File: src/asp_cfg.svh
// Constants for the stereo audio serial output port: AHB offsets, field
// positions, reset values and sample-rate limits.
// Assumes a single 40 MHz system clock; rate thresholds are in Hz.
//
// Contract
// - TDM frame starts at frame_sync rise, slot 0 data goes first
// - TDM slots follow slot 0 back to back in ascending order
// - TDM frame_sync and data bits launch on bit_clock rising edges
// - Bit clocks beyond the active words carry zero on serial data
// - TDM frame_sync may be one bit clock wide or a multiple
// - I2S left MSB on falling edge, second cycle after frame_sync falls
// - I2S right MSB on falling edge, second cycle after frame_sync rises
// - I2S bits after the MSB launch on bit_clock falling edges
// - I2S master changes frame_sync on bit_clock rising edges
// - I2S frame_sync low phase lasts at least left slots times 32
// - I2S frame_sync high phase lasts at least right slots times 32
// - Slave mode sets up its own clocking from measured rate and ratio
// - 48 kHz family ratios 16 to 512, with listed reserved cases
// - 44.1 kHz family uses the same ratios, with listed reserved cases
// - Master reference clock on second mode pin, 256 or 512 fs
// - Master mode supports only 44.1 kHz and 48 kHz sample rates
// - Select low means slave with clock inputs, high means master driving
// - Format select low means I2S, high means TDM
// - Every sample is a 32-bit word sent MSB first
`ifndef ASP_CFG_SVH
`define ASP_CFG_SVH

`define ASP_CLK_HZ 40000000
`define ASP_WORD_BITS 32

// Register offsets (byte addresses)
`define ASP_OFF_CTRL 32'h00000000
`define ASP_OFF_LEFT 32'h00000004
`define ASP_OFF_RIGHT 32'h00000008
`define ASP_OFF_STATUS 32'h0000000c
`define ASP_OFF_PERIOD 32'h00000010

// Field positions and reset values
`define ASP_CTRL_EN 0
`define ASP_ST_VALID 0
`define ASP_ST_MASTER 1
`define ASP_ST_TDM 2
`define ASP_ST_RATIO_LSB 8
`define ASP_CTRL_RST 1'b1

// Frame rate limits in Hz, split points between neighbouring rates
`define ASP_FS_MIN_HZ 7000
`define ASP_FS_MAX_HZ 200000
`define ASP_FS_7K_8K_HZ 7675
`define ASP_FS_8K_14K_HZ 11350
`define ASP_FS_14K_16K_HZ 15350
`define ASP_FS_HIGH2_HZ 140000
`define ASP_FS_HIGH1_HZ 70000
`define ASP_FS_MST_LO_HZ 42000
`define ASP_FS_MST_HI_HZ 50000

`endif

File: src/asp_pkg.sv
// Types shared by the audio serial port.
// Assumes nothing beyond the configuration header.
package asp_pkg;
    // Phase of the I2S MSB delay after a frame_sync change
    typedef enum logic [1:0] {
        ASP_ARM_IDLE = 2'b00,
        ASP_ARM_WAIT = 2'b01,
        ASP_ARM_READY = 2'b10
    } asp_arm_t;
endpackage

File: src/asp_sync.sv
// Two flip-flop synchroniser for a bundle of pin inputs.
// Assumes each bit is an independent level from outside the clock domain.
`timescale 1ns/10ps
module asp_sync #(
    parameter int W = 6
) (
    // System
    input wire logic clk,
    input wire logic rstn,
    // Pins in, synchronised levels out
    input wire logic [W-1:0] d,
    output logic [W-1:0] q
);
    genvar i;
    generate
        for (i = 0; i < W; i++) begin : g_bit
            logic meta_ff;
            logic sync_ff;
            // First stage feeds only the second stage
            always_ff @(posedge clk or negedge rstn) begin
                if (!rstn) begin
                    meta_ff <= 1'b0;
                    sync_ff <= 1'b0;
                end else begin
                    meta_ff <= d[i];
                    sync_ff <= meta_ff;
                end
            end
            assign q[i] = sync_ff;
        end
    endgenerate
endmodule

File: src/asp_serial_port.sv
// Stereo audio serial output port with an AHB-Lite register slave.
// Assumes bus and pins share clk; link pins are sampled through asp_sync,
// so link clocks must stay well below half of clk.
//
// Design decisions made here: the AHB-Lite interface to the registers and the address map.
`timescale 1ns/10ps
`include "asp_cfg.svh"
module asp_serial_port #(
    parameter logic [12:0] FRAME_MAX_CLKS = 13'(`ASP_CLK_HZ / `ASP_FS_MIN_HZ),
    parameter logic [12:0] SLOW_SPLIT_CLKS = 13'(`ASP_CLK_HZ / `ASP_FS_7K_8K_HZ)
) (
    // System
    input wire logic clk,
    input wire logic rstn,
    // AHB-Lite slave
    input wire logic hsel,
    input wire logic [31:0] haddr,
    input wire logic [1:0] htrans,
    input wire logic hwrite,
    input wire logic [2:0] hsize,
    input wire logic [31:0] hwdata,
    input wire logic hready,
    output logic [31:0] hrdata,
    output logic hreadyout,
    output logic hresp,
    // Strap and reference pins
    input wire logic masterSlaveSelect,
    input wire logic formatSelect,
    input wire logic firstModePin,
    input wire logic secondModePin,
    // Audio link
    input wire logic bitClockIn,
    output logic bitClockOut,
    output logic bitClockOen,
    input wire logic frameSyncIn,
    output logic frameSyncOut,
    output logic frameSyncOen,
    output logic serialDataOut
);
    localparam logic [12:0] P_FAST = 13'(`ASP_CLK_HZ / `ASP_FS_MAX_HZ);
    localparam logic [12:0] P_HIGH2 = 13'(`ASP_CLK_HZ / `ASP_FS_HIGH2_HZ);
    localparam logic [12:0] P_HIGH1 = 13'(`ASP_CLK_HZ / `ASP_FS_HIGH1_HZ);
    localparam logic [12:0] P_8K14K = 13'(`ASP_CLK_HZ / `ASP_FS_8K_14K_HZ);
    localparam logic [12:0] P_14K16K = 13'(`ASP_CLK_HZ / `ASP_FS_14K_16K_HZ);
    localparam logic [12:0] P_MST_LO = 13'(`ASP_CLK_HZ / `ASP_FS_MST_HI_HZ);
    localparam logic [12:0] P_MST_HI = 13'(`ASP_CLK_HZ / `ASP_FS_MST_LO_HZ);

    logic [5:0] pinS;
    logic bclkS, fsS, refS, md0S, tdm, master;
    logic bclkPrev_ff, refPrev_ff, bclkOut_ff, fsOut_ff, bclkOen_ff, fsOen_ff;
    logic nxt_bclkPrev, nxt_refPrev, nxt_bclkOut, nxt_fsOut, nxt_bclkOen, nxt_fsOen;
    logic [1:0] divCnt_ff, nxt_divCnt;
    logic [5:0] mBit_ff, nxt_mBit;
    logic fsPrev_ff, nxt_fsPrev, valid_ff, nxt_valid, runEn_ff, nxt_runEn;
    logic [9:0] bitCnt_ff, nxt_bitCnt, ratio_ff, nxt_ratio, newRatio;
    logic [12:0] perCnt_ff, nxt_perCnt, period_ff, nxt_period, newPer;
    asp_pkg::asp_arm_t arm_ff, nxt_arm;
    logic selR_ff, nxt_selR, dout_ff, nxt_dout, ctrlEn_ff, nxt_ctrlEn;
    logic [63:0] shReg_ff, nxt_shReg;
    logic [6:0] bitsLeft_ff, nxt_bitsLeft;
    logic [31:0] leftS_ff, nxt_leftS, rightS_ff, nxt_rightS;
    logic [31:0] wrAddr_ff, nxt_wrAddr, rdata_ff, nxt_rdata;
    logic wrPend_ff, nxt_wrPend;
    logic refRise, divWrap, bRise, bFall, mFs, fsNow;
    logic tdmStart, i2sEdge, frameStart, reserved, rateOk, okRun, nxt_okRun;
    logic tdmLoad, i2sLoad;
    logic [1:0] divTop;

    // Every pin from the link side is synchronised before use
    asp_sync #(.W(6)) uSync (
        .clk(clk),
        .rstn(rstn),
        .d({bitClockIn, frameSyncIn, secondModePin, firstModePin, formatSelect,
            masterSlaveSelect}),
        .q(pinS)
    );
    assign {bclkS, fsS, refS, md0S, tdm, master} = pinS;

    // Ratio set shared by both rate families
    function automatic logic ratioLegal(input logic [9:0] r);
        case (r)
            10'h010, 10'h018, 10'h020, 10'h030, 10'h040, 10'h060, 10'h080,
            10'h0c0, 10'h100, 10'h180, 10'h200: ratioLegal = 1'b1;
            default: ratioLegal = 1'b0;
        endcase
    endfunction

    // Bit clock events; master divides the reference, slave edge-detects
    always_comb begin
        refRise = refS && !refPrev_ff;
        divTop = md0S ? 2'h3 : 2'h1;
        divWrap = refRise && (divCnt_ff == divTop);
        bRise = master ? (divWrap && !bclkOut_ff) : (bclkS && !bclkPrev_ff);
        bFall = master ? (divWrap && bclkOut_ff) : (!bclkS && bclkPrev_ff);
        mFs = tdm ? (mBit_ff == 6'h00) : mBit_ff[5];
        fsNow = master ? mFs : fsS;
        tdmStart = bRise && tdm && fsNow && !fsPrev_ff;
        i2sEdge = bRise && !tdm && (fsNow != fsPrev_ff);
        frameStart = tdmStart || (i2sEdge && !fsNow);
        tdmLoad = tdmStart;
        i2sLoad = !tdm && bFall && (arm_ff == asp_pkg::ASP_ARM_READY);
    end

    // Measured frame figures and their legality
    always_comb begin
        newRatio = (bitCnt_ff == 10'h3ff) ? bitCnt_ff : bitCnt_ff + 10'h001;
        newPer = (perCnt_ff == 13'h1fff) ? perCnt_ff : perCnt_ff + 13'h0001;
        reserved = (newPer < P_HIGH2 && newRatio >= 10'h0c0)
            || (newPer < P_HIGH1 && newRatio >= 10'h180)
            || (newPer > SLOW_SPLIT_CLKS && newRatio <= 10'h020)
            || (newPer > P_8K14K && newRatio <= 10'h018)
            || (newPer > P_14K16K && newPer <= P_8K14K && newRatio == 10'h010);
        if (master) begin
            rateOk = newPer >= P_MST_LO && newPer <= P_MST_HI;
        end else begin
            rateOk = ratioLegal(newRatio) && !reserved
                && newPer >= P_FAST && newPer <= FRAME_MAX_CLKS;
        end
        okRun = runEn_ff && valid_ff;
        nxt_okRun = frameStart ? (ctrlEn_ff && rateOk) : okRun;
    end

    // Next state of the link side and the measured ratio, period and valid status
    always_comb begin
        nxt_bclkPrev = bclkS;
        nxt_refPrev = refS;
        nxt_divCnt = divCnt_ff;
        nxt_bclkOut = bclkOut_ff;
        nxt_fsOut = fsOut_ff;
        nxt_bclkOen = !master;
        nxt_fsOen = !master;
        nxt_mBit = mBit_ff;
        nxt_fsPrev = fsPrev_ff;
        nxt_bitCnt = bitCnt_ff;
        nxt_perCnt = newPer;
        nxt_ratio = ratio_ff;
        nxt_period = period_ff;
        nxt_valid = valid_ff;
        nxt_runEn = runEn_ff;
        nxt_arm = arm_ff;
        nxt_selR = selR_ff;
        nxt_shReg = shReg_ff;
        nxt_bitsLeft = bitsLeft_ff;
        nxt_dout = dout_ff;
        if (refRise) begin
            nxt_divCnt = divWrap ? 2'h0 : divCnt_ff + 2'h1;
        end
        if (divWrap && master) begin
            nxt_bclkOut = !bclkOut_ff;
        end
        if (!master) begin
            nxt_bclkOut = 1'b0;
            nxt_fsOut = 1'b0;
        end
        if (bRise) begin
            nxt_fsPrev = fsNow;
            nxt_bitCnt = (bitCnt_ff == 10'h3ff) ? bitCnt_ff : bitCnt_ff + 10'h001;
            if (master) begin
                nxt_fsOut = mFs;
                nxt_mBit = mBit_ff + 6'h01;
            end
        end
        if (frameStart) begin
            nxt_bitCnt = 10'h000;
            nxt_perCnt = 13'h0000;
            nxt_ratio = newRatio;
            nxt_period = newPer;
            nxt_valid = rateOk;
            nxt_runEn = ctrlEn_ff;
        end
        if (tdm) begin
            nxt_arm = asp_pkg::ASP_ARM_IDLE;
            if (tdmLoad) begin
                nxt_shReg = {leftS_ff[30:0], rightS_ff, 1'b0};
                nxt_dout = leftS_ff[31];
                nxt_bitsLeft = 7'h3f;
            end else if (bRise) begin
                nxt_dout = (bitsLeft_ff != 7'h00) && shReg_ff[63];
                nxt_shReg = {shReg_ff[62:0], 1'b0};
                if (bitsLeft_ff != 7'h00) begin
                    nxt_bitsLeft = bitsLeft_ff - 7'h01;
                end
            end
        end else begin
            if (i2sEdge) begin
                nxt_arm = asp_pkg::ASP_ARM_WAIT;
                nxt_selR = fsNow;
            end else if (bRise && arm_ff == asp_pkg::ASP_ARM_WAIT) begin
                nxt_arm = asp_pkg::ASP_ARM_READY;
            end
            if (i2sLoad) begin
                nxt_arm = asp_pkg::ASP_ARM_IDLE;
                nxt_shReg = {(selR_ff ? rightS_ff[30:0] : leftS_ff[30:0]), 33'h0};
                nxt_dout = selR_ff ? rightS_ff[31] : leftS_ff[31];
                nxt_bitsLeft = 7'h1f;
            end else if (bFall) begin
                nxt_dout = (bitsLeft_ff != 7'h00) && shReg_ff[63];
                nxt_shReg = {shReg_ff[62:0], 1'b0};
                if (bitsLeft_ff != 7'h00) begin
                    nxt_bitsLeft = bitsLeft_ff - 7'h01;
                end
            end
        end
        nxt_dout = nxt_dout && nxt_okRun;
    end

    // AHB-Lite slave: zero wait, writes land in the data phase
    always_comb begin
        nxt_ctrlEn = ctrlEn_ff;
        nxt_leftS = leftS_ff;
        nxt_rightS = rightS_ff;
        nxt_wrPend = hsel && htrans[1] && hready && hwrite;
        nxt_wrAddr = haddr;
        nxt_rdata = rdata_ff;
        if (wrPend_ff) begin
            if (wrAddr_ff == `ASP_OFF_CTRL) begin
                nxt_ctrlEn = hwdata[`ASP_CTRL_EN];
            end else if (wrAddr_ff == `ASP_OFF_LEFT) begin
                nxt_leftS = hwdata;
            end else if (wrAddr_ff == `ASP_OFF_RIGHT) begin
                nxt_rightS = hwdata;
            end
        end
        // Reads see a write still in its data phase, so no stale readback
        if (hsel && htrans[1] && hready && !hwrite) begin
            nxt_rdata = 32'h0;
            if (haddr == `ASP_OFF_CTRL) begin
                nxt_rdata[`ASP_CTRL_EN] = nxt_ctrlEn;
            end else if (haddr == `ASP_OFF_LEFT) begin
                nxt_rdata = nxt_leftS;
            end else if (haddr == `ASP_OFF_RIGHT) begin
                nxt_rdata = nxt_rightS;
            end else if (haddr == `ASP_OFF_STATUS) begin
                nxt_rdata[`ASP_ST_VALID] = okRun;
                nxt_rdata[`ASP_ST_MASTER] = master;
                nxt_rdata[`ASP_ST_TDM] = tdm;
                nxt_rdata[`ASP_ST_RATIO_LSB +: 10] = ratio_ff;
            end else if (haddr == `ASP_OFF_PERIOD) begin
                nxt_rdata[12:0] = period_ff;
            end
        end
    end

    // State registers
    always_ff @(posedge clk or negedge rstn) begin
        if (!rstn) begin
            bclkPrev_ff <= 1'b0;
            refPrev_ff <= 1'b0;
            divCnt_ff <= 2'h0;
            bclkOut_ff <= 1'b0;
            fsOut_ff <= 1'b0;
            bclkOen_ff <= 1'b1;
            fsOen_ff <= 1'b1;
            mBit_ff <= 6'h00;
            fsPrev_ff <= 1'b0;
            bitCnt_ff <= 10'h000;
            perCnt_ff <= 13'h0000;
            ratio_ff <= 10'h000;
            period_ff <= 13'h0000;
            valid_ff <= 1'b0;
            runEn_ff <= 1'b0;
            arm_ff <= asp_pkg::ASP_ARM_IDLE;
            selR_ff <= 1'b0;
            shReg_ff <= 64'h0;
            bitsLeft_ff <= 7'h00;
            dout_ff <= 1'b0;
            ctrlEn_ff <= `ASP_CTRL_RST;
            leftS_ff <= 32'h0;
            rightS_ff <= 32'h0;
            wrPend_ff <= 1'b0;
            wrAddr_ff <= 32'h0;
            rdata_ff <= 32'h0;
        end else begin
            bclkPrev_ff <= nxt_bclkPrev;
            refPrev_ff <= nxt_refPrev;
            divCnt_ff <= nxt_divCnt;
            bclkOut_ff <= nxt_bclkOut;
            fsOut_ff <= nxt_fsOut;
            bclkOen_ff <= nxt_bclkOen;
            fsOen_ff <= nxt_fsOen;
            mBit_ff <= nxt_mBit;
            fsPrev_ff <= nxt_fsPrev;
            bitCnt_ff <= nxt_bitCnt;
            perCnt_ff <= nxt_perCnt;
            ratio_ff <= nxt_ratio;
            period_ff <= nxt_period;
            valid_ff <= nxt_valid;
            runEn_ff <= nxt_runEn;
            arm_ff <= nxt_arm;
            selR_ff <= nxt_selR;
            shReg_ff <= nxt_shReg;
            bitsLeft_ff <= nxt_bitsLeft;
            dout_ff <= nxt_dout;
            ctrlEn_ff <= nxt_ctrlEn;
            leftS_ff <= nxt_leftS;
            rightS_ff <= nxt_rightS;
            wrPend_ff <= nxt_wrPend;
            wrAddr_ff <= nxt_wrAddr;
            rdata_ff <= nxt_rdata;
        end
    end

    // Outputs straight from flip-flops, except hreadyout and hresp, which are tied constants
    assign hrdata = rdata_ff;
    assign hreadyout = 1'b1 | hsize[0] & 1'b0;
    assign hresp = 1'b0;
    assign bitClockOut = bclkOut_ff;
    assign bitClockOen = bclkOen_ff;
    assign frameSyncOut = fsOut_ff;
    assign frameSyncOen = fsOen_ff;
    assign serialDataOut = dout_ff;

    // Checks on the serial framing
    a_tdm_msb_launch: assert property (@(posedge clk) disable iff (!rstn)
        (tdmLoad && nxt_okRun) |=> serialDataOut == $past(leftS_ff[31]))
        else $error("TDM slot 0 MSB not launched at frame start");
    a_tdm_slot_order: assert property (@(posedge clk) disable iff (!rstn)
        (tdm && bRise && !tdmStart && bitsLeft_ff != 7'h00)
        |=> bitsLeft_ff == $past(bitsLeft_ff) - 7'h01)
        else $error("TDM bits not sent back to back");
    a_tdm_rise_only: assert property (@(posedge clk) disable iff (!rstn)
        (tdm && $past(tdm) && !$past(bRise) && $past(nxt_okRun) == $past(okRun))
        |-> $stable(serialDataOut))
        else $error("TDM data changed away from a rising edge");
    a_pad_zero: assert property (@(posedge clk) disable iff (!rstn)
        (bitsLeft_ff == 7'h00 && ((tdm && bRise && !tdmStart) || (!tdm && bFall && !i2sLoad)))
        |=> !serialDataOut)
        else $error("Nonzero data beyond the active words");
    a_i2s_left_msb: assert property (@(posedge clk) disable iff (!rstn)
        (i2sLoad && !selR_ff && nxt_okRun) |=> serialDataOut == $past(leftS_ff[31]))
        else $error("I2S left MSB wrong");
    a_i2s_right_msb: assert property (@(posedge clk) disable iff (!rstn)
        (i2sLoad && selR_ff && nxt_okRun) |=> serialDataOut == $past(rightS_ff[31]))
        else $error("I2S right MSB wrong");
    a_i2s_fall_only: assert property (@(posedge clk) disable iff (!rstn)
        (!tdm && $past(!tdm) && !$past(bFall) && $past(nxt_okRun) == $past(okRun))
        |-> $stable(serialDataOut))
        else $error("I2S data changed away from a falling edge");
    a_master_fs_rise: assert property (@(posedge clk) disable iff (!rstn)
        (master && $past(master) && !$past(bRise)) |-> $stable(frameSyncOut))
        else $error("Master frame_sync changed away from a rising edge");
    a_mute_invalid: assert property (@(posedge clk) disable iff (!rstn)
        !okRun |-> !serialDataOut)
        else $error("Data sent while rate or ratio unsupported");
    a_pin_direction: assert property (@(posedge clk) disable iff (!rstn)
        master |=> (!bitClockOen && !frameSyncOen))
        else $error("Master does not drive clock pins");
    a_master_half: assert property (@(posedge clk) disable iff (!rstn)
        (master && $past(master) && !tdm && bRise && mBit_ff == 6'h20) |=> frameSyncOut)
        else $error("Master I2S frame_sync not high for right half");
endmodule

File: config.mk
export PLATFORM = sky130hd
export DESIGN_NAME = asp_serial_port
export DESIGN_NICKNAME = d
export VERILOG_FILES = /design/src/asp_pkg.sv /design/src/asp_sync.sv /design/src/asp_serial_port.sv
export VERILOG_INCLUDE_DIRS = /design/src
export SDC_FILE = /design/constraint.sdc
export NUM_CORES = 1
export LEC_CHECK = 0
export ABC_AREA = 0
export ABC_CLOCK_PERIOD_IN_PS = 3760
export BUFFER_PORTS_ARGS = -buffer_cell sky130_fd_sc_hd__buf_2
export CAP_MARGIN = 30
export CORE_ASPECT_RATIO = 1.4
export CORE_MARGIN = 2
export CORE_UTILIZATION = 50
export CTS_BUF_LIST = sky130_fd_sc_hd__clkbuf_8
export DETAILED_ROUTE_END_ITERATION = 6
export MAX_ROUTING_LAYER = met4
export PLACE_DENSITY = 0.65
export SETUP_SLACK_MARGIN = 0.2
export SLEW_MARGIN = 25
export SYNTH_ARGS = -nofsm -noshare
export SYNTH_HDL_FRONTEND = slang
export SYNTH_SLANG_ARGS = --single-unit
export TNS_END_PERCENT = 5
File: constraint.sdc
create_clock -name clk -period 3.76 [get_ports clk]
set_clock_uncertainty 0.05 [all_clocks]
set_input_delay 0 -clock clk [delete_from_list [all_inputs] [get_ports clk]]
set_output_delay 0 -clock clk [all_outputs]
set_load 0.01 [all_outputs]
==> impl_metrics.env, run 1 <==
export IMPL_vdd_drop_max_mv=0.436
export IMPL_yosys_warnings=0
export IMPL_crit_type="reg2reg"
export IMPL_power_uw=8570
export IMPL_utilization=0.601
export IMPL_io_buffers=112
export IMPL_layout_area_overhead_vs_synth_pct=19.0
export IMPL_fin_nets=1805
export IMPL_grt_pass1_wl_mm=63.9
export IMPL_avgSynthCellArea_um2=9.20
export IMPL_rsz0062_at_grt="false"
export IMPL_slowest_delay_ps=540
export IMPL_drive_gt1_frac=0.195
export IMPL_dp_hpwl_mm=26.4
export IMPL_setup_viol_count_final=0
export IMPL_hold_viol=1
export IMPL_drt_antenna_violating_nets=0
export IMPL_rows=73
export IMPL_nFillCells=2431
export IMPL_status="complete, but fails checks"
export IMPL_worstPathRequired_ps=4150
export IMPL_drcViolationCount=0
export IMPL_cts_tree="yes"
export IMPL_start_util=0.505
export IMPL_postCtsSetupBuffers=0
export IMPL_timing_critical_path_from_type="flop"
export IMPL_yosysUniqueCellTypes=78
export IMPL_cp_arrival_ps=3630
export IMPL_fin_tns_setup_ps=0
export IMPL_ioPinCount=119
export IMPL_cts_root_buf="clkbuf_8"
export IMPL_cp_max_fo=11
export IMPL_violations="negative hold slack"
export IMPL_numCtsBuffers=46
export IMPL_setup_ws_ps=515
export IMPL_grt_ovfl_total=0
export IMPL_vias_per_cell=5.77
export IMPL_synth_area_mm2=0.0142
export IMPL_routed_wirelength_mm=39.6
export IMPL_synth_edff_count=0
export IMPL_clock_sinks=278
export IMPL_worst_pin_slew_ps=901
export IMPL_place_ws_ps=552
export IMPL_die_h_um=204
export IMPL_grt_pass1_vias=12200
export IMPL_vias=12200
export IMPL_slowest_stage="or4bb_1"
export IMPL_dieWidth_um=147
export IMPL_first_iter_violations=652
export IMPL_synth_main_ff_cell="dfrtp_1"
export IMPL_crit_chain="ha_1, nand4_1, a41o_1, a22oi_1, or4bb_1, or4_4, o21ai_2, a2bb2oi_2, a31oi_1, o21ai_1"
export IMPL_slew_headroom=0.399
export IMPL_routedWlPerCell_um=18.7
export IMPL_grt_max_degree=111
export IMPL_grt_antenna_before_repair=0
export IMPL_hold_ws_ps=-11.2
export IMPL_ys_seq_area_frac=0.488
export IMPL_drt_pass1_iter_count=7
export IMPL_max_cap_violations=0
export IMPL_hold_class="in2async"
export IMPL_gpl_final_weighted_congestion=0.899
export IMPL_synthArstFlopShare=1.00
export IMPL_min_period_ps=3240
export IMPL_cts_path_max_buffers=3
export IMPL_fmax_mhz=308
export IMPL_end_kind="flop"
export IMPL_die_area_mm2=0.0299
export IMPL_htree_levels=2
export IMPL_powerDensity_mw_per_mm2=505
export IMPL_clk_insertion_delay_late_ps=570
export IMPL_antenna_cells=0
export IMPL_core_area_mm2=0.0282
export IMPL_synth_fp_nets=1635
export IMPL_ys_ff_latch=278
export IMPL_final_max_slew_viol_count=0
export IMPL_finalCritPeriodShare=0.863
export IMPL_p_leak_uw=0.00776
export IMPL_netlist_instances=1549
export IMPL_track_usage=0.274
export IMPL_path_clk_slew_ps=60
## registers in the layout (all words and copies together), names as in the netlist, 2 cells and up
name	count
arm_ff	2
bitCnt_ff	10
bitsLeft_ff	7
divCnt_ff	2
hrdata	32
leftS_ff	32
mBit_ff	6
perCnt_ff	13
period_ff	13
ratio_ff	10
rightS_ff	32
shReg_ff	63
uSync.g_bit.meta_ff	6
uSync.g_bit.sync_ff	6
wrAddr_ff	32
## layout by cell type, fill, tap and decap left out, types with 4 or more instances in the layout
master / count
nand2_1: 368
dfrtp_1: 274
o21ai_0: 126
nor2_1: 118
buf_2: 111
mux2_2: 86
dlygate4sd3_1: 78
a21oi_1: 60
clkbuf_8: 60
mux2i_1: 38
buf_4: 37
a221oi_1: 32
nand3_1: 24
inv_1: 23
nor4_1: 19
nand4_1: 16
a31oi_1: 16
nor3_1: 15
a22o_1: 15
nand2b_1: 14
and3_1: 12
o31ai_1: 12
a21o_1: 11
and2_1: 11
xnor2_1: 11
a31o_2: 10
o211ai_1: 10
and4_1: 8
a22oi_1: 8
xor2_1: 6
a211oi_1: 6
a222oi_1: 6
ha_1: 6
o21a_1: 5
nor2b_1: 4
o2111ai_1: 4
clkinv_2: 4
buf_12: 4
## kinds of logic after synthesis
kind of cell	share of synthesized area
and+or+nand+nor	0.203
AOI/OAI and AO/OA	0.160
DFF	0.488
muxes	0.0962
buffers and inverters	0.0362
xor gates and xnor gates	0.0105
adders and majority gates	0.00527
other	0.000527
## worst paths after layout
path	start	endpoint	slack [ps]	cells after the start
max	perCnt_ff[1]$_DFF_PN0_	valid_ff$_DFFE_PN0N_	520	10
min	rstn	shReg_ff[5]$_DFFE_PN0P_	-10	2
max reg2reg	perCnt_ff[1]$_DFF_PN0_	valid_ff$_DFFE_PN0N_	520	10
min reg2reg	uSync.g_bit[4].meta_ff$_DFF_PN0_	uSync.g_bit[4].sync_ff$_DFF_PN0_	300	0
max in group asynchronous	rstn	hrdata[25]$_DFFE_PN0P_	2590	3
min in group clk	haddr[18]	wrAddr_ff[18]$_DFF_PN0_	50	2
## metal layers
metal	up-vias	wire, um	share of wire	GRT usage
met3	128	1530	0.039	0.0356
met1	5986	16100	0.41	0.325
met5	-	0	0	-
met4	0	1700	0.043	0.121
li1	5807	-	-	-
met2	324	20300	0.51	0.469
## worst max-delay path: cells and delay by family, from the launching register on
family | cells | cell delay [ps]
AND/OR/NAND/NOR | 3 | 1140
AO/OA/AOI/OAI | 6 | 980
adder cells (fa/ha/maj) | 1 | 450
flip-flops | 1 | 510
## power breakdown
group	internal (uW)	switching [uW]	leakage (uW)
Combinational	806	1130	0.00362
Sequential	3420	447	0.00361
Clock	1560	1210	0.000522
Total	5780	2780	0.00776
## layout make-up
class                      instances  area (um^2)  share of cell area
timing repair buffer             231         1710               0.101
clock inverter                    16          126             0.00745
sequential                       278         6960               0.411
multi-input combinational       1145         6800               0.401
clock buffer                      60          826              0.0487
inverter                          17         63.8             0.00376
tap                              375          469              0.0277
## metrics by stage
| step | cell area [um^2] | cells | hold slack (ps) |
|---|---|---|---|
| 2_1_floorplan | 14200 | 1549 | -346 |
| 3_5_place_dp | 15200 | 1968 | 59.3 |
| 6_report | 17000 | 2122 | -11.2 |
| 5_1_grt | 17000 | 2122 | 29.9 |
| 3_3_place_gp | 15200 | 1968 | 59.3 |
| 4_1_cts | 17000 | 2122 | 5.45 |
## timing repair
item                                   in CTS  in global routing
endpoints found under the hold margin     238                  0
gates resized for setup                     0                  1
setup endpoints to repair                   0                  2
hold buffers                               78                  0
## cell usage after synthesis, types with 20 or more instances
cell type | number | area (um^2)
a21oi_1 | 60 | 300
a221oi_1 | 32 | 280
clkbuf_1 | 76 | 285
dfrtp_1 | 276 | 6910
mux2_2 | 87 | 980
mux2i_1 | 39 | 390
nand2_1 | 368 | 1380
nand3_1 | 25 | 125
nor2_1 | 118 | 443
nor4_1 | 20 | 125
o21ai_0 | 126 | 631
(Power assumes the default switching activity.)
==> inputs of run 2 (changes only) <==
--- a/config.mk
+++ b/config.mk
@@ -12,11 +12,11 @@
 export CAP_MARGIN = 30
 export CORE_ASPECT_RATIO = 1.4
 export CORE_MARGIN = 2
-export CORE_UTILIZATION = 50
+export CORE_UTILIZATION = 40
 export CTS_BUF_LIST = sky130_fd_sc_hd__clkbuf_8
 export DETAILED_ROUTE_END_ITERATION = 6
 export MAX_ROUTING_LAYER = met4
-export PLACE_DENSITY = 0.65
+export PLACE_DENSITY = 0.53
 export SETUP_SLACK_MARGIN = 0.2
 export SLEW_MARGIN = 25
 export SYNTH_ARGS = -nofsm -noshare
==> impl_metrics.env, run 2 (same netlist as run 1, synthesis figures left out) <==
export IMPL_regMostFlops="shReg_ff"
export IMPL_io_buffers=112
export IMPL_worstPathRequired_ps=4220
export IMPL_ioPinCount=119
export IMPL_hold_viol=0
export IMPL_finalCritPeriodShare=0.857
export IMPL_hold_class="in2async"
export IMPL_die_area_mm2=0.0372
export IMPL_vias=12100
export IMPL_vias_per_cell=5.43
export IMPL_htree_levels=2
export IMPL_max_cap_violations=0
export IMPL_layoutNonFillerInstCount=2237
export IMPL_cp_arrival_ps=3680
export IMPL_first_iter_violations=790
export IMPL_final_max_slew_viol_count=0
export IMPL_nFillCells=3314
export IMPL_comb_power_share=0.234
export IMPL_die_h_um=227
export IMPL_min_period_ps=3220
export IMPL_setup_viol_count_final=0
export IMPL_gpl_final_weighted_congestion=0.894
export IMPL_crit_chain="xor2_1, nor2_1, a32oi_1, or4b_2, nor2b_2, a221o_1, and3_1, nand4_1, nand3_1"
export IMPL_dp_cells=2049
export IMPL_grt_pass1_wl_mm=65.8
export IMPL_slew_headroom=0.443
export IMPL_grt_ovfl_total=0
export IMPL_final_cell_mix="nand2_1 (368), dfrtp_1 (274), o21ai_0 (126), nor2_1 (118)"
export IMPL_postCtsSetupBuffers=0
export IMPL_crit_type="reg2reg"
export IMPL_p_int_uw=5700
export IMPL_grt_max_degree=107
export IMPL_slowest_stage="nor2b_2"
export IMPL_drt_pass1_iter_count=7
export IMPL_drcViolationCount=0
export IMPL_drive_gt1_frac=0.190
export IMPL_utilization=0.495
export IMPL_grt_pass1_vias=12100
export IMPL_status="finished, final reports clean"
export IMPL_routed_wirelength_mm=41.0
export IMPL_vdd_drop_max_mv=0.498
export IMPL_swShare=0.331
export IMPL_end_kind="flop"
export IMPL_path_clk_slew_ps=70
export IMPL_layout_area_overhead_vs_synth_pct=21.8
export IMPL_rows=81
export IMPL_clk_insertion_delay_late_ps=610
export IMPL_multi_input_area_mm2=0.00680
export IMPL_drt_antenna_violating_nets=0
export IMPL_dp_hpwl_mm=27.4
export IMPL_p_leak_uw=0.00788
export IMPL_timing_critical_path_from_type="flop"
export IMPL_cts_root_buf="clkbuf_8"
export IMPL_cts_path_max_buffers=3
export IMPL_place_area_mm2=0.0153
export IMPL_worst_pin_slew_ps=836
export IMPL_core_area_mm2=0.0351
export IMPL_fmax_mhz=310
export IMPL_seqPwrFrac=0.450
export IMPL_track_usage=0.230
export IMPL_fin_nets=1839
export IMPL_regArea_mm2=0.00696
export IMPL_cts_tree="yes"
export IMPL_numCtsBuffers=47
export IMPL_rsz0062_at_grt="false"
export IMPL_switchingPower_uw=2820
export IMPL_dieWidth_um=163
export IMPL_fin_tns_setup_ps=0
export IMPL_slowest_delay_ps=680
export IMPL_routedWlPerCell_um=18.3
export IMPL_start_util=0.406
export IMPL_design_area_mm2=0.0174
export IMPL_layout_commonest_cell="nand2_1"
export IMPL_cp_max_fo=16
export IMPL_clockPowerShare=0.316
export IMPL_clock_sinks=278
export IMPL_largest_register_ffs=63
export IMPL_powerDensity_mw_per_mm2=491
export IMPL_grt_antenna_before_repair=1
[run 2: cell count changes in the layout (fill, tap and decap cells not counted)]
cell / previous run / this run
bufinv_16: 2 / 1
clkbuf_8: 60 / 57
clkinvlp_4: 1 / 2
dlygate4sd3_1: 78 / 111
mux2i_2: 1 / 0
mux2i_1: 38 / 39
ha_1: 6 / 5
ha_2: 0 / 1
clkinv_8: 0 / 1
diode_2: 0 / 1
inv_1: 23 / 25
clkinv_4: 1 / 0
inv_6: 0 / 1
[run 2: final timing paths]
kind                                             startpoint                                to  slack [ps]  depth (start not counted)
max in group asynchronous                              rstn           wrAddr_ff[31]$_DFF_PN0_        2690                          3
min in group clk                                       hsel             hrdata[4]$_DFFE_PN0P_          40                          4
hold / removal                                         rstn          shReg_ff[38]$_DFFE_PN0P_          10                          2
setup reg to reg           uSync.g_bit[2].sync_ff$_DFF_PN0_           serialDataOut$_DFF_PN0_         540                          9
hold reg to reg            uSync.g_bit[0].meta_ff$_DFF_PN0_  uSync.g_bit[0].sync_ff$_DFF_PN0_         300                          0
setup / recovery           uSync.g_bit[2].sync_ff$_DFF_PN0_           serialDataOut$_DFF_PN0_         540                          9
[run 2: critical path, delay by kind of cell (launching register included)]
kind            cells  cell delay (ps)
simple gates        6             1420
xor+xnor            1              300
compound gates      2              960
flops               1              390
[run 2: per-stage QoR]
step	power (uW)	worst slack, ps	hold WS (ps)
floorplan	5150	884	-346
global placement	5740	496	58.7
detailed placement	5790	462	59.3
CTS	8600	418	5.14
global route	9080	296	41.5
finish	8520	538	12.1
[run 2: metal layers]
layer | wire [um] | up-vias | share of wire | GRT usage
met5 | 0 | - | 0 | -
met4 | 1210 | 0 | 0.029 | 0.0753
met3 | 1660 | 75 | 0.041 | 0.0308
met2 | 21200 | 273 | 0.52 | 0.396
met1 | 17000 | 5910 | 0.41 | 0.280
li1 | - | 5879 | - | -
[run 2: power by group through the flow]
stage                     registers, uW  logic (uW)  clock network, uW
final                              3830        1990               2690
after global routing               3890        2280               2910
after CTS                          3830        2000               2780
after detailed placement           3880        1910                  0
after global placement             3860        1880                  0
after floorplan                    3710        1440                  0
[run 2: layout make-up]
cell class / instances / area share
inverters: 17 / 0.00368
repair buffers: 264 / 0.118
flip-flops and latches: 278 / 0.401
well taps: 456 / 0.0329
multi-input cells: 1145 / 0.392
clock inverters: 19 / 0.00736
diodes: 1 / 0.000144
clock buffers: 57 / 0.0452
[run 2: repair_timing]
action | in CTS | in global routing
endpoints found under the hold margin | 235 | 0
hold buffers | 111 | 0
endpoints found under the setup margin | 0 | 1
gates resized for setup | 0 | 1
==> inputs of run 3 (changes only) <==
--- a/config.mk
+++ b/config.mk
@@ -6,7 +6,7 @@
 export SDC_FILE = /design/constraint.sdc
 export NUM_CORES = 1
 export LEC_CHECK = 0
-export ABC_AREA = 0
+export ABC_AREA = 1
 export ABC_CLOCK_PERIOD_IN_PS = 3760
 export BUFFER_PORTS_ARGS = -buffer_cell sky130_fd_sc_hd__buf_2
 export CAP_MARGIN = 30
==> impl_metrics.env, run 3 <==
export IMPL_status="complete, but fails checks"
export IMPL_violations="negative hold slack"
export IMPL_cts_tree="yes"
export IMPL_vias=13100
export IMPL_clockPowerShare=0.331
export IMPL_drt_pass1_iter_count=5
export IMPL_cts_path_max_buffers=3
export IMPL_synth_area_mm2=0.0143
export IMPL_place_area_mm2=0.0154
export IMPL_cts_root_buf="clkbuf_8"
export IMPL_netlist_instances=1808
export IMPL_track_usage=0.239
export IMPL_p_int_uw=5690
export IMPL_regMostFlops="shReg_ff"
export IMPL_synth_fp_nets=1894
export IMPL_yosys_warnings=0
export IMPL_largest_register_ffs=63
export IMPL_layout_commonest_cell="nand2_1"
export IMPL_synth_main_ff_cell="dfrtp_1"
export IMPL_htree_levels=2
export IMPL_routedWlPerCell_um=17.2
export IMPL_numCtsBuffers=48
export IMPL_grt_pass1_vias=13100
export IMPL_comb_power_share=0.222
export IMPL_place_ws_ps=650
export IMPL_dp_hpwl_mm=29.0
export IMPL_vias_per_cell=5.20
export IMPL_cp_arrival_ps=3550
export IMPL_setup_ws_ps=603
export IMPL_drt_antenna_violating_nets=0
export IMPL_path_clk_slew_ps=70
export IMPL_p_leak_uw=0.00874
export IMPL_worstPathRequired_ps=4160
export IMPL_final_cell_mix="nand2_1 (330), dfrtp_1 (275), inv_1 (273), o21ai_0 (210), nor2_1 (145)"
export IMPL_reg2reg_to="hrdata[28]$_DFFE_PN0P_"
export IMPL_yosysUniqueCellTypes=56
export IMPL_grt_antenna_before_repair=2
export IMPL_synthArstFlopShare=1.00
export IMPL_ys_seq_area_frac=0.486
export IMPL_gpl_final_weighted_congestion=0.875
export IMPL_io_buffers=112
export IMPL_ys_ff_latch=278
export IMPL_cpMostUsedCell="nor3_1"
export IMPL_first_iter_violations=681
export IMPL_powerDensity_mw_per_mm2=489
export IMPL_slowest_stage="nand3_2"
export IMPL_rows=82
export IMPL_hold_class="in2async"
export IMPL_drive_gt1_frac=0.133
export IMPL_ioPinCount=119
export IMPL_worst_pin_slew_ps=825
export IMPL_synth_area_top_cells="dfrtp_1 (48%), nand2_1 (8.7%), o21ai_0 (7.3%)"
export IMPL_final_max_slew_viol_count=0
export IMPL_clk_insertion_delay_late_ps=600
export IMPL_slowest_delay_ps=580
export IMPL_grt_pass1_wl_mm=69.2
export IMPL_die_h_um=228
export IMPL_yosysTopAreaCell="dfrtp_1"
export IMPL_synth_edff_count=0
export IMPL_rrSetupSlack_ps=600
export IMPL_synth_common_cells="nand2_1 (330), dfrtp_1 (276), inv_1 (259)"
export IMPL_reg2reg_from="wrAddr_ff[17]$_DFF_PN0_"
export IMPL_nFillCells=3538
export IMPL_synth_most_common_cell="nand2_1"
export IMPL_swShare=0.334
export IMPL_hold_ws_ps=-0.497
export IMPL_fmax_mhz=317
export IMPL_switchingPower_uw=2860
export IMPL_routed_wirelength_mm=43.1
export IMPL_dieWidth_um=164
export IMPL_reg2regPathDepth=10
export IMPL_min_period_ps=3160
export IMPL_critPathBufInv=2
export IMPL_hold_viol=1
export IMPL_avgSynthCellArea_um2=7.92
export IMPL_max_cap_violations=0
export IMPL_timing_critical_path_from_type="flop"
export IMPL_drcViolationCount=0
export IMPL_slew_headroom=0.449
export IMPL_regArea_mm2=0.00696
export IMPL_synth_top_area_frac=0.482
export IMPL_vdd_drop_max_mv=0.503
export IMPL_crit_type="reg2reg"
export IMPL_seqPwrFrac=0.447
export IMPL_multi_input_area_mm2=0.00602
export IMPL_cp_max_fo=27
export IMPL_core_area_mm2=0.0355
export IMPL_grt_ovfl_total=0
export IMPL_crit_chain="or2_2, nor3_1, nand4_1, nor3_1, nand3_2, buf_4, o21ai_0, inv_1, a22oi_1, o21ai_1"
export IMPL_fin_nets=2100
export IMPL_finalCritPeriodShare=0.840
export IMPL_die_area_mm2=0.0373
export IMPL_end_kind="flop"
export IMPL_start_util=0.403
export IMPL_grt_max_degree=101
export IMPL_dp_cells=2319
export IMPL_layout_area_overhead_vs_synth_pct=22.1
export IMPL_clock_sinks=278
export IMPL_fin_tns_setup_ps=0
export IMPL_layoutNonFillerInstCount=2513
export IMPL_crit_family="simple AND/OR/NAND/NOR gates"
export IMPL_design_area_mm2=0.0175
export IMPL_setup_viol_count_final=0
export IMPL_postCtsSetupBuffers=0
export IMPL_rsz0062_at_grt="false"
## run 3: changes by cell type in the layout (fill, tap and decap cells not counted), moves of 14 or more
cell      delta
inv_1      +248
a21oi_1     +84
o21ai_0     +84
mux2_2      -83
nand3_1     +54
nand2_1     -38
a22oi_1     +37
mux2i_1     -37
nor2_1      +27
buf_4       -15
a22o_1      -14
nand2b_1    -14
## run 3: layout make-up
| type | instances | share of cell area |
|---|---|---|
| multi-input cells | 1173 | 0.345 |
| repair buffers | 247 | 0.110 |
| inverters | 266 | 0.0571 |
| clock buffers | 62 | 0.0488 |
| well taps | 462 | 0.0331 |
| clock inverters | 23 | 0.00752 |
| diodes | 2 | 0.000286 |
| flip-flops and latches | 278 | 0.398 |
## run 3: cells by family (layout without fill, tap and decap cells)
group / after synthesis / in the layout / share of synthesized area
other: 2 / 4 / 0.000525
multiplexers: 5 / 5 / 0.00376
flip-flops: 278 / 278 / 0.486
AO/OA/AOI/OAI: 496 / 496 / 0.201
AND/OR/NAND/NOR: 651 / 651 / 0.199
buffers and inverters: 357 / 598 / 0.0964
XOR/XNOR: 13 / 13 / 0.00795
adder cells (fa/ha/maj): 6 / 6 / 0.00524
## run 3: power groups by stage
stage	clock (uW)	sequential, uW	combinational, uW
after floorplan	0	3710	1370
after global placement	0	3860	1790
after detailed placement	0	3870	1810
after CTS	2920	3820	1910
after global routing	3060	3880	2170
final	2830	3820	1890
## run 3: worst max path at each step
stage | slack [ps] | from | depth (start not counted) | end
6_report | 600 | wrAddr_ff[17]$_DFF_PN0_ | 10 | hrdata[28]$_DFFE_PN0P_
5_1_grt | 310 | wrAddr_ff[7]$_DFF_PN0_ | 11 | hrdata[28]$_DFFE_PN0P_
4_1_cts | 630 | wrAddr_ff[17]$_DFF_PN0_ | 10 | hrdata[28]$_DFFE_PN0P_
3_5_place_dp | 650 | wrAddr_ff[17]$_DFF_PN0_ | 10 | hrdata[28]$_DFFE_PN0P_
3_3_place_gp | 720 | perCnt_ff[0]$_DFF_PN0_ | 15 | serialDataOut$_DFF_PN0_
2_1_floorplan | 1440 | perCnt_ff[1]$_DFF_PN0_ | 19 | serialDataOut$_DFF_PN0_
## run 3: through the flow
stage          total power [uW]  hold WS [ps]  utilization
6_report                   8550        -0.497        0.492
5_1_grt                    9110          10.1        0.492
4_1_cts                    8650          2.23        0.492
3_5_place_dp               5680          59.7        0.434
3_3_place_gp               5650          54.7        0.434
2_1_floorplan              5080          -346            -
## run 3: timing repair
item                      in CTS  in global routing
gates resized for setup        0                  0
hold endpoints to repair     286                  0
hold buffers                 107                  0
## run 3: metal layers
metal  part of all wire  track usage  routed length [um]
met5                  0            -                   0
met4              0.036       0.0905                1540
met3              0.038       0.0315                1650
met2               0.51        0.413               22000
met1               0.42        0.281               17900
